**config.mk**
```make
export PLATFORM = sky130hd
export DESIGN_NAME = drx_serial_ctrl
export DESIGN_NICKNAME = d
export VERILOG_FILES = /design/src/hdl/drx_pkg.sv /design/src/hdl/drx_serial_ctrl.sv
export VERILOG_INCLUDE_DIRS = /design/src /design/src/hdl
export SDC_FILE = /design/constraint.sdc
export NUM_CORES = 1
export LEC_CHECK = 0
export BUFFER_PORTS_ARGS = -buffer_cell sky130_fd_sc_hd__buf_2
export CAP_MARGIN = 10
export CORE_ASPECT_RATIO = 1.5
export CORE_MARGIN = 2
export CORE_UTILIZATION = 55
export DETAILED_ROUTE_END_ITERATION = 8
export PLACE_DENSITY = 0.73
export SYNTH_ARGS = -nofsm -noshare
export SYNTH_HDL_FRONTEND = slang
export SYNTH_SLANG_ARGS = --single-unit
```
**constraint.sdc**
```tcl
create_clock -name CORE_CLK_I -period 3.6 [get_ports CORE_CLK_I]
set_input_delay 0.72 -clock CORE_CLK_I [delete_from_list [all_inputs] [get_ports CORE_CLK_I]]
set_output_delay 0.72 -clock CORE_CLK_I [all_outputs]
set_load 0.05 [all_outputs]
```
**src/hdl/drx_params.svh**
```systemverilog
`ifndef DRX_PARAMS_SVH
`define DRX_PARAMS_SVH

// ------------------------------------------------------------
// word layout
// ------------------------------------------------------------
`define DRX_WORD_W 32
`define DRX_SEL_MSB 3
`define DRX_SEL_LSB 0
`define DRX_NUM_REGS 16
`define DRX_REG_RESET 32'h0000_0000
// synchroniser reset: strobe stage high, every other pin low
`define DRX_PIN_IDLE 9'h040

// ------------------------------------------------------------
// register indices
// ------------------------------------------------------------
`define DRX_IDX_GAIN_SRC 4'h7
`define DRX_IDX_MIX_BIAS 4'hd
`define DRX_IDX_GAIN 4'he

// ------------------------------------------------------------
// field positions
// ------------------------------------------------------------
`define DRX_GAIN_SRC_BIT 22
`define DRX_LO_BIAS_MSB 26
`define DRX_LO_BIAS_LSB 25
`define DRX_VI_BIAS_MSB 24
`define DRX_VI_BIAS_LSB 22
`define DRX_BAL_IN_MSB 12
`define DRX_BAL_IN_LSB 10
`define DRX_BAL_OUT_MSB 9
`define DRX_BAL_OUT_LSB 7
`define DRX_GAIN_A_MSB 17
`define DRX_GAIN_A_LSB 12
`define DRX_GAIN_B_MSB 11
`define DRX_GAIN_B_LSB 6
`define DRX_GAIN_W 6

`endif

```
**src/hdl/drx_pkg.sv**
```systemverilog
package drx_pkg;
    // gain source picked by the select bit
    typedef enum logic {
        DRX_GAIN_SERIAL,
        DRX_GAIN_PARALLEL
    } drx_gain_src_t;
    typedef logic [5:0] drx_gain_t;
endpackage

```
**src/hdl/drx_serial_ctrl.sv**
```systemverilog
`include "drx_params.svh"

// Function
// - shift data on serial rising edge, strobe low
// - keep only the latest 32 bits
// - strobe rising copies word to register
// - low four bits pick the register
// - readback output returns register content
// - latch-hold pin gates each channel gain
// - separate 6-bit gain port per channel
// - per-channel enable pin powers channel
// - register 13 holds balun tuning fields
// - register 13 bits 26:25 lo bias
// - register 13 bits 24:22 rf bias
// - select bits decode unsigned 0 to 15
// - register 7 bit 22 picks gain source
// - gain applies only with latch-hold high
// - code 0 max gain, 63 min gain
module drx_serial_ctrl (
    // clock and reset
    input wire logic CORE_CLK_I,
    input wire logic RST_N_I,
    // serial port
    input wire logic SER_CLK_I,
    input wire logic SER_DATA_I,
    input wire logic LOAD_STROBE_I,
    output logic READBACK_OUT_O,
    // channel pins
    input wire logic [5:0] CHAN_A_GAIN_PINS_I,
    input wire logic [5:0] CHAN_B_GAIN_PINS_I,
    input wire logic CHAN_A_LATCH_I,
    input wire logic CHAN_B_LATCH_I,
    input wire logic CHAN_A_POWER_ON_I,
    input wire logic CHAN_B_POWER_ON_I,
    // control outputs to the analog side
    output logic [5:0] CHAN_A_ATTEN_O,
    output logic [5:0] CHAN_B_ATTEN_O,
    output logic CHAN_A_ACTIVE_O,
    output logic CHAN_B_ACTIVE_O,
    output logic [1:0] LO_BIAS_CODE_O,
    output logic [2:0] RF_VI_BIAS_CODE_O,
    output logic [2:0] BALUN_IN_TUNE_O,
    output logic [2:0] BALUN_OUT_TUNE_O
);

    // ------------------------------------------------------------
    // pin synchronisers
    // ------------------------------------------------------------
    localparam int NSYNC = 9;
    logic [NSYNC-1:0] pin_async;
    logic [NSYNC-1:0] sync1_ff;
    logic [NSYNC-1:0] sync2_ff;
    assign pin_async = {SER_CLK_I, SER_DATA_I, LOAD_STROBE_I, CHAN_A_LATCH_I,
                        CHAN_B_LATCH_I, CHAN_A_POWER_ON_I, CHAN_B_POWER_ON_I,
                        2'b00};

    always_ff @(posedge CORE_CLK_I or negedge RST_N_I) begin
        if (!RST_N_I) begin
            // idle levels, so a strobe held high at release cannot look like a load edge
            sync1_ff <= `DRX_PIN_IDLE;
            sync2_ff <= `DRX_PIN_IDLE;
        end else begin
            sync1_ff <= pin_async;
            sync2_ff <= sync1_ff;
        end
    end

    logic sclk_s;
    logic sdata_s;
    logic strobe_s;
    logic latch_a_s;
    logic latch_b_s;
    logic pwr_a_s;
    logic pwr_b_s;
    assign sclk_s = sync2_ff[8];
    assign sdata_s = sync2_ff[7];
    assign strobe_s = sync2_ff[6];
    assign latch_a_s = sync2_ff[5];
    assign latch_b_s = sync2_ff[4];
    assign pwr_a_s = sync2_ff[3];
    assign pwr_b_s = sync2_ff[2];

    // gain pins are buses; the latch gate samples their two-flop copy when the latch is high and the parallel source is picked
    logic [11:0] gain_s1_ff;
    logic [11:0] gain_s2_ff;
    always_ff @(posedge CORE_CLK_I or negedge RST_N_I) begin
        if (!RST_N_I) begin
            gain_s1_ff <= '0;
            gain_s2_ff <= '0;
        end else begin
            gain_s1_ff <= {CHAN_A_GAIN_PINS_I, CHAN_B_GAIN_PINS_I};
            gain_s2_ff <= gain_s1_ff;
        end
    end

    // ------------------------------------------------------------
    // edge detection
    // ------------------------------------------------------------
    logic sclk_d_ff;
    logic strobe_d_ff;
    always_ff @(posedge CORE_CLK_I or negedge RST_N_I) begin
        if (!RST_N_I) begin
            sclk_d_ff <= 1'b0;
            strobe_d_ff <= 1'b1;
        end else begin
            sclk_d_ff <= sclk_s;
            strobe_d_ff <= strobe_s;
        end
    end

    logic sclk_rise;
    logic sclk_fall;
    logic load_evt;
    logic shift_en;
    assign sclk_rise = sclk_s & ~sclk_d_ff;
    assign sclk_fall = ~sclk_s & sclk_d_ff;
    assign load_evt = strobe_s & ~strobe_d_ff;
    assign shift_en = sclk_rise & ~strobe_s;

    // ------------------------------------------------------------
    // shift register
    // ------------------------------------------------------------
    logic [`DRX_WORD_W-1:0] shift_ff;
    logic [`DRX_WORD_W-1:0] nxt_shift;
    // msb first; older bits fall off the top, leaving the last 32
    assign nxt_shift = shift_en ? {shift_ff[`DRX_WORD_W-2:0], sdata_s} : shift_ff;

    always_ff @(posedge CORE_CLK_I or negedge RST_N_I) begin
        if (!RST_N_I) begin
            shift_ff <= '0;
        end else begin
            shift_ff <= nxt_shift;
        end
    end

    // ------------------------------------------------------------
    // control registers
    // ------------------------------------------------------------
    logic [`DRX_WORD_W-1:0] regs_ff [`DRX_NUM_REGS];
    logic [3:0] sel_idx;
    assign sel_idx = shift_ff[`DRX_SEL_MSB:`DRX_SEL_LSB];

    genvar gi;
    generate
        for (gi = 0; gi < `DRX_NUM_REGS; gi++) begin : g_reg
            logic hit;
            assign hit = load_evt && (sel_idx == 4'(gi));
            always_ff @(posedge CORE_CLK_I or negedge RST_N_I) begin
                if (!RST_N_I) begin
                    regs_ff[gi] <= `DRX_REG_RESET;
                end else if (hit) begin
                    regs_ff[gi] <= shift_ff;
                end
            end
        end
    endgenerate

    // ------------------------------------------------------------
    // readback
    // ------------------------------------------------------------
    // the word last loaded is reloaded for readback on the strobe edge
    // and shifted out msb first on serial falling edges
    logic [`DRX_WORD_W-1:0] rb_ff;
    logic [`DRX_WORD_W-1:0] nxt_rb;
    assign nxt_rb = load_evt ? shift_ff :
                    (sclk_fall & ~strobe_s) ? {rb_ff[`DRX_WORD_W-2:0], 1'b0} : rb_ff;

    always_ff @(posedge CORE_CLK_I or negedge RST_N_I) begin
        if (!RST_N_I) begin
            rb_ff <= '0;
            READBACK_OUT_O <= 1'b0;
        end else begin
            rb_ff <= nxt_rb;
            READBACK_OUT_O <= nxt_rb[`DRX_WORD_W-1];
        end
    end

    // ------------------------------------------------------------
    // field decode
    // ------------------------------------------------------------
    logic [`DRX_WORD_W-1:0] mix_reg;
    logic [`DRX_WORD_W-1:0] gain_reg;
    drx_pkg::drx_gain_src_t gain_src;
    drx_pkg::drx_gain_t src_a;
    drx_pkg::drx_gain_t src_b;
    assign mix_reg = regs_ff[`DRX_IDX_MIX_BIAS];
    assign gain_reg = regs_ff[`DRX_IDX_GAIN];
    assign gain_src = drx_pkg::drx_gain_src_t'(
        regs_ff[`DRX_IDX_GAIN_SRC][`DRX_GAIN_SRC_BIT]);
    assign src_a = (gain_src == drx_pkg::DRX_GAIN_PARALLEL) ? gain_s2_ff[11:6] :
                   gain_reg[`DRX_GAIN_A_MSB:`DRX_GAIN_A_LSB];
    assign src_b = (gain_src == drx_pkg::DRX_GAIN_PARALLEL) ? gain_s2_ff[5:0] :
                   gain_reg[`DRX_GAIN_B_MSB:`DRX_GAIN_B_LSB];

    // ------------------------------------------------------------
    // output latches
    // ------------------------------------------------------------
    // attenuation code passes straight: 0 is max gain, 63 is min gain
    always_ff @(posedge CORE_CLK_I or negedge RST_N_I) begin
        if (!RST_N_I) begin
            CHAN_A_ATTEN_O <= '0;
            CHAN_B_ATTEN_O <= '0;
            CHAN_A_ACTIVE_O <= 1'b0;
            CHAN_B_ACTIVE_O <= 1'b0;
            LO_BIAS_CODE_O <= '0;
            RF_VI_BIAS_CODE_O <= '0;
            BALUN_IN_TUNE_O <= '0;
            BALUN_OUT_TUNE_O <= '0;
        end else begin
            if (latch_a_s) begin
                CHAN_A_ATTEN_O <= src_a;
            end
            if (latch_b_s) begin
                CHAN_B_ATTEN_O <= src_b;
            end
            CHAN_A_ACTIVE_O <= pwr_a_s;
            CHAN_B_ACTIVE_O <= pwr_b_s;
            LO_BIAS_CODE_O <= mix_reg[`DRX_LO_BIAS_MSB:`DRX_LO_BIAS_LSB];
            RF_VI_BIAS_CODE_O <= mix_reg[`DRX_VI_BIAS_MSB:`DRX_VI_BIAS_LSB];
            BALUN_IN_TUNE_O <= mix_reg[`DRX_BAL_IN_MSB:`DRX_BAL_IN_LSB];
            BALUN_OUT_TUNE_O <= mix_reg[`DRX_BAL_OUT_MSB:`DRX_BAL_OUT_LSB];
        end
    end

    // ------------------------------------------------------------
    // checks
    // ------------------------------------------------------------
    AST_SHIFT_IN: assert property (@(posedge CORE_CLK_I) disable iff (!RST_N_I)
        shift_en |=> shift_ff == {$past(shift_ff[`DRX_WORD_W-2:0]), $past(sdata_s)})
        else $error("shift did not take serial bit");
    AST_DROP_OLD: assert property (@(posedge CORE_CLK_I) disable iff (!RST_N_I)
        shift_en |=> shift_ff[`DRX_WORD_W-1] == $past(shift_ff[`DRX_WORD_W-2]))
        else $error("shift register did not drop oldest bit");
    AST_LOAD_COPY: assert property (@(posedge CORE_CLK_I) disable iff (!RST_N_I)
        load_evt |=> regs_ff[$past(sel_idx)] == $past(shift_ff))
        else $error("load did not copy word to addressed register");
    AST_STROBE_HIGH_HOLD: assert property (@(posedge CORE_CLK_I) disable iff (!RST_N_I)
        (strobe_s && $past(strobe_s)) |=> $stable(shift_ff))
        else $error("shift register moved while strobe high");
    AST_ONLY_ADDRESSED: assert property (@(posedge CORE_CLK_I) disable iff (!RST_N_I)
        load_evt && sel_idx != `DRX_IDX_MIX_BIAS |=> $stable(mix_reg))
        else $error("unaddressed register changed on load");
    AST_READBACK: assert property (@(posedge CORE_CLK_I) disable iff (!RST_N_I)
        load_evt |=> READBACK_OUT_O == $past(shift_ff[`DRX_WORD_W-1]))
        else $error("readback does not show loaded word msb");
    AST_LATCH_HOLD: assert property (@(posedge CORE_CLK_I) disable iff (!RST_N_I)
        !latch_a_s |=> $stable(CHAN_A_ATTEN_O))
        else $error("channel a gain changed with latch low");
    AST_GAIN_SRC: assert property (@(posedge CORE_CLK_I) disable iff (!RST_N_I)
        (latch_b_s && gain_src == drx_pkg::DRX_GAIN_SERIAL) |=>
        CHAN_B_ATTEN_O == $past(gain_reg[`DRX_GAIN_B_MSB:`DRX_GAIN_B_LSB]))
        else $error("serial gain not applied to channel b");
    AST_POWER_PIN: assert property (@(posedge CORE_CLK_I) disable iff (!RST_N_I)
        $rose(pwr_a_s) |=> CHAN_A_ACTIVE_O)
        else $error("channel a enable not followed");
    AST_BIAS_FIELDS: assert property (@(posedge CORE_CLK_I) disable iff (!RST_N_I)
        ##1 (LO_BIAS_CODE_O == $past(mix_reg[26:25])
        && RF_VI_BIAS_CODE_O == $past(mix_reg[24:22])
        && BALUN_IN_TUNE_O == $past(mix_reg[12:10])))
        else $error("bias or balun field misrouted");
    AST_BALUN_OUT: assert property (@(posedge CORE_CLK_I) disable iff (!RST_N_I)
        ##1 (BALUN_OUT_TUNE_O == $past(mix_reg[`DRX_BAL_OUT_MSB:`DRX_BAL_OUT_LSB])))
        else $error("balun output field misrouted");
    AST_READBACK_SHIFT: assert property (@(posedge CORE_CLK_I) disable iff (!RST_N_I)
        (sclk_fall && !strobe_s) |=> READBACK_OUT_O == $past(rb_ff[`DRX_WORD_W-2]))
        else $error("readback did not advance on serial falling edge");
    AST_STROBE_HIGH_REGS: assert property (@(posedge CORE_CLK_I) disable iff (!RST_N_I)
        (strobe_s && $past(strobe_s)) |=> ($stable(mix_reg) && $stable(gain_reg)))
        else $error("control register moved while strobe high");
    AST_ONLY_ADDRESSED_GAIN: assert property (@(posedge CORE_CLK_I) disable iff (!RST_N_I)
        (load_evt && sel_idx != `DRX_IDX_GAIN) |=> $stable(gain_reg))
        else $error("gain register changed on load to another index");

    // channel b hold and power, channel a serial gain and the parallel path mirror the single-channel checks above;
    // parallel gain is held against the synced pins, not the raw port
    AST_LATCH_HOLD_B: assert property (@(posedge CORE_CLK_I) disable iff (!RST_N_I)
        !latch_b_s |=> $stable(CHAN_B_ATTEN_O))
        else $error("channel b gain changed with latch low");
    AST_GAIN_SRC_A: assert property (@(posedge CORE_CLK_I) disable iff (!RST_N_I)
        (latch_a_s && gain_src == drx_pkg::DRX_GAIN_SERIAL) |=>
        CHAN_A_ATTEN_O == $past(gain_reg[`DRX_GAIN_A_MSB:`DRX_GAIN_A_LSB]))
        else $error("serial gain not applied to channel a");
    AST_PAR_GAIN_A: assert property (@(posedge CORE_CLK_I) disable iff (!RST_N_I)
        (latch_a_s && gain_src == drx_pkg::DRX_GAIN_PARALLEL) |=>
        CHAN_A_ATTEN_O == $past(gain_s2_ff[11:6]))
        else $error("parallel gain not applied to channel a");
    AST_PAR_GAIN_B: assert property (@(posedge CORE_CLK_I) disable iff (!RST_N_I)
        (latch_b_s && gain_src == drx_pkg::DRX_GAIN_PARALLEL) |=>
        CHAN_B_ATTEN_O == $past(gain_s2_ff[5:0]))
        else $error("parallel gain not applied to channel b");
    AST_POWER_PIN_B: assert property (@(posedge CORE_CLK_I) disable iff (!RST_N_I)
        $rose(pwr_b_s) |=> CHAN_B_ACTIVE_O)
        else $error("channel b enable not followed");
    AST_POWER_OFF_A: assert property (@(posedge CORE_CLK_I) disable iff (!RST_N_I)
        $fell(pwr_a_s) |=> !CHAN_A_ACTIVE_O)
        else $error("channel a did not power down");
    AST_POWER_OFF_B: assert property (@(posedge CORE_CLK_I) disable iff (!RST_N_I)
        $fell(pwr_b_s) |=> !CHAN_B_ACTIVE_O)
        else $error("channel b did not power down");

endmodule

```
; Word-level counts from Yosys, hierarchy flattened
; Index checks and enable logic that the tools add are counted.
[word_totals]
inputBits = 21
ff_bits = 197
elab_cells = 40
[op_classes]
reduce_logical = 4
n_bitwise = 9
n_eq_ne = 3
mux = 4
[ops]
columns = operator, n
row1 = $mux 32, 2
row2 = $mux 6, 2
row3 = $eq 4x4->1 const B, 2
row4 = $and 1x1->1, 5
row5 = $eq 4x3->1 const B, 1
row6 = $not 1->1, 4
row7 = $logic_and 1x1->1, 3
row8 = $reduce_bool 2->1, 1

; Logic depth before layout (Yosys ltp)
[logic_depth]
ltp_word = 5
depth_mapped = 6
depth_no_buf = 3

; Least setup slack after synthesis
; No wires, ideal clock.
[synth_path]
path_type = flip-flop to flip-flop
startpoint = register sync2_ff[6]
endpoint = register regs_ff (netlist bit gain_reg[10])
synth_period_minus_slack_ns = 1.610
stages_incl_launch_ff = 5
arrival_ns = 1.486
setup_slack_ns = 1.990
path_cell_list = dfstp_2 > nand2b_2 > nor4b_4 > buf_6 > mux2_2
[synth_via]
elab_chain_cells = 2
[synth_lines]
columns = element, line
row1 = start: declaration, drx_serial_ctrl.sv:52  ; logic [NSYNC-1:0] sync2_ff;
row2 = start signal: assignment, drx_serial_ctrl.sv:61  ; sync2_ff <= `DRX_PIN_IDLE;
row3 = start signal: assignment, drx_serial_ctrl.sv:64  ; sync2_ff <= sync1_ff;
row4 = $and 1x1->1, drx_serial_ctrl.sv:117  ; assign load_evt = strobe_s & ~strobe_d_ff;
row5 = $logic_and 1x1->1, drx_serial_ctrl.sv:147  ; assign hit = load_evt && (sel_idx == 4'(gi));
row6 = end signal: indexed assignment, drx_serial_ctrl.sv:150  ; regs_ff[gi] <= `DRX_REG_RESET;
row7 = end signal: indexed assignment, drx_serial_ctrl.sv:152  ; regs_ff[gi] <= shift_ff;
row8 = end: declaration, drx_serial_ctrl.sv:139  ; logic [`DRX_WORD_W-1:0] regs_ff [`DRX_NUM_REGS];
; Every way passes these cells.
; A chain may end at the register's enable or synchronous reset.

; Final worst setup path
[layout_path]
startpoint = register sync2_ff[6]
endpoint = register regs_ff (netlist bit gain_reg[17])
; The elaborated chain is that of the path after synthesis.

==> results.md <==
- The share of power burned in registers is 47.8%.
- The required time at the endpoint of the critical path is roughly 4 ns.
- Summing the sequential cell areas from Yosys gives a little over two thirds of the chip area.
- The first-pass iteration count of the detailed router is 4.
- For this run, asynchronously set or reset flops after synthesis account for 100%.
- The flow ran to the end, and the final reports show no timing, DRC or antenna violations.
- The via count of the first global-routing pass is about 3200.
- The minimum setup slack among reg-to-reg paths is 1.28 ns.
- The total of cells resized after clock tree synthesis is 0.
- The layout-stage area growth over the synthesis result is 17.5%.
- The class of the tightest hold or removal check is reg2reg.
- Across the run, the number of max-cap violations was 0.
- In this run the horizontal extent of the chip is 85.6 microns.
- The worst register-to-register path ends at gain_reg[17].
- The signal on the critical path passes through nand2b_2, nor4b_4, mux2_2.
- The remaining max-slew budget at the tightest pin is 33.8%.
- Registers take 0.00383 sq mm.
- The area taken by multi-input logic gates is 0.00155 sq mm.
- The register bank with the most flops is shift_ff.
- In this run the mean area of a mapped cell was around 14 sq um.
- The half-perimeter wire length after detailed placement is approximately 5600 microns.
- The worst hold path terminates at gain_s2_ff[0].
- Clock-pin slew was measured on the worst setup and hold paths at roughly 0.060 ns.
- The register with the most flip-flops in the layout has 32 of them.
- CTS placed an instance of clkbuf_16 at the clock tree root.
- The initial utilization of the core area, before any placement, comes to between 50% and 60%.
- The largest single stage delay on the critical path is roughly 0.81 ns.
- The number of input and output port buffers inserted is 46.
- The floorplan die area is roughly 0.011 sq mm.
- The number of top-level design ports is 47.
- The number of inserted diodes is 0.
- The maximum level of the CTS H-tree is 4.
- The final max-slew violation count was 0.
- The number of setup buffers added after CTS is 0.
- Synthesis handed over a netlist of 406 instances.
- The setup clock skew after layout is 0.00739 ns.
- The power per unit of standard cell area is 651 mW/mm^2.
- For this run, the total global-route usage over all layers was measured as 18.8%.
- The slowest stage of the critical path belongs to the cell nor4b_4.
- In the final timing run, aggregate negative setup slack is 0 ns.
- The total area inside the core boundary comes to 0.00969 sq mm.
- The upper clock frequency limit is 0.430 GHz.
- The ratio of cells with drive above 1 in the final layout is 32.1%.
- Entering global routing, the biggest net connects 106 pins.
- The number of clock buffers added by TritonCTS is 17.
- The switching power is 0.00102 W.
- The fill cell instance count of the final layout is 693.
- For this design, the sink count on the clock tree is 153.
- Yosys mapped the design onto 24 distinct sky130hd cell types.
- Synthesis inferred 153 register bits.
- The routability congestion estimate from global placement is 0.758.
- The worst path uses 64.6% of the clock period.
- The number of placement rows is 44.
- The worst path needs 2.32 ns of the cycle, external delays included.
- At the later pin of the worst-skew pair, clock insertion delay measures 0.41 ns.
- For the worst setup path, the data arrival time is 2.62 ns.
- The detailed router finished its first iteration with 163 violations.
- The most used flip-flop cell after synthesis is dfrtp_1.
- The count of hold buffers inserted by post-cts repair is 0.
- In the routed design, unresolved DRC markers number 0.
- The aggregate routed wire length is 8960 microns.
- The post-synthesis cell area is 0.00550 sq mm.
- The largest registers in the layout are shift_ff: 32 flops, rb_ff: 31 flops.
- The detailed-route vias per instance is about 5.5.
- The maximum fanout along the worst path is 31.
- Setup violations remaining at the end of the flow were counted as 0.
- The portion of total power attributed to combinational logic is under 10%.
- The count of synthesis-stage warnings from yosys is 0.
- The worst min-delay path startpoint is gain_s1_ff[0].
- Internal power comes to ~0.0032 W.
- The transition time at the pin with the least slew margin is 0.988 ns.
- For this run the aggregate overflow at the end of global routing stands at 0.
- The initial antenna violation count is 0.
- Setup repair after global routing left no endpoint under its margin.
- The worst setup path category is reg2reg.
- Counting cells, the worst reg-to-reg path comes to 3.
- In this run the critical register-to-register path is launched from sync2_ff[6].
- The clock tree from TritonCTS is done.
- The worst voltage drop across the vdd grid is 0.000409 V.
- The worst hold path was traced through 0 stages.
- In this run the remaining antenna-violating nets after routing total 0.
- The kind of end point of the critical path is a register.
- In this run switching power makes up 24.2% of total power.
- The vertical die dimension is 126 microns.
- The number of nets in the synthesized netlist is 427.
- The layout net count is 472.
- After detailed routing, the average wire length per cell comes to between 15 and 20 microns.
- The number of endpoints with negative hold slack in the final report is 0.
- The element type at the critical path start is a register.
- The clock network power share is about 44%.
- The leakage power total is 3.04 nW.
- The clock passes through at most 2 buffers.
- The number of enable-type register cells in the synthesized netlist is 0.
- The via count is 3172.
- Cells fill 66.7% of the core in the end.
- The first-pass GRT wire length is 15700 microns.
logic make-up after synthesis:
family / after synthesis / share of synthesized area [%]
AOI/OAI and AO/OA: 46 / 4.94
buffers and inverters: 28 / 2.30
DFF: 153 / 69.7
muxes: 68 / 13.7
and+or+nand+nor: 111 / 9.42
final cells by class:
type	instances	area share [%]
Sequential cell	153	59.3
Multi-Input combinational cell	225	24.0
Tap cell	115	2.23
Clock buffer	20	7.22
Clock inverter	12	2.54
Inverter	2	0.116
Timing Repair Buffer	52	4.55
critical path: cells and delay by family, from the launching register on:
| family | cells | cell delay (ns) |
|---|---|---|
| AND/OR/NAND/NOR | 2 | 1.18 |
| flip-flops | 1 | 0.61 |
| multiplexers | 1 | 0.41 |
synth_stat cells, drive strengths merged, types with 2 or more instances:
cell type    n  share of area [%]
nor3b        4               0.82
dfstp        3                1.4
nor2        12               0.82
buf         10                1.1
a31oi       29                3.3
clkbuf      16                1.1
mux2i       12                2.2
a22oi        2               0.27
dfrtp      150                 68
nand2       61                4.2
a21oi       12                1.1
inv          2               0.14
nor3        29                2.6
mux2        56                 11
o21ai        3               0.27
cells in the final DEF (no fill, tap or decap), drive strengths merged:
master,instances
nor3b,4
nor2b,1
o21ai,3
dfstp,3
a22oi,2
nand2b,1
nor2,12
a31oi,29
nor3,29
a21oi,12
nand2,61
mux2,56
mux2i,12
nor4b,1
nand4b,1
clkbuf,20
dfrtp,150
clkinv,6
or2,1
bufinv,3
inv,4
buf,52
clkinvlp,1
power groups by stage:
stage	Sequential (W)	Clock [W]	Combinational, W
finish	0.00201	0.00184	0.000355
global route	0.00203	0.00195	0.000399
CTS	0.00201	0.00187	0.000363
detailed placement	0.00204	0	0.000360
global placement	0.00203	0	0.000344
floorplan	0.00205	0	0.000213
layer usage:
layer	global-route usage, %	share of wire (%)	vias up
met5	0	0	-
met4	7.28	1.5	0
met3	6.12	3.0	10
met2	29.9	53	54
met1	23.9	43	1607
li1	-	-	1501
how the worst max path moves through the flow:
stage / cells after the start / startpoint / endpoint / slack, ns
after floorplan: 4 / sync2_ff[6] / gain_reg[10] / 1.99
after global placement: 3 / sync2_ff[6] / gain_reg[16] / 1.29
after detailed placement: 3 / sync2_ff[6] / gain_reg[17] / 1.20
after CTS: 3 / sync2_ff[6] / gain_reg[17] / 1.20
after global routing: 3 / sync2_ff[6] / gain_reg[16] / 1.11
final: 3 / sync2_ff[6] / gain_reg[17] / 1.28
stage by stage:
| stage | cell area, sq um | hold slack, ns | power [W] | setup WS [ns] | cells |
|---|---|---|---|---|---|
| floorplan | 5500 | 0.331 | 0.00226 | 1.99 | 406 |
| global placement | 5830 | 0.332 | 0.00238 | 1.29 | 547 |
| detailed placement | 5830 | 0.338 | 0.00240 | 1.20 | 547 |
| CTS | 6460 | 0.349 | 0.00425 | 1.20 | 579 |
| global route | 6460 | 0.356 | 0.00439 | 1.11 | 579 |
| finish | 6460 | 0.346 | 0.00421 | 1.28 | 579 |
Power figures use the tool's default switching activity.
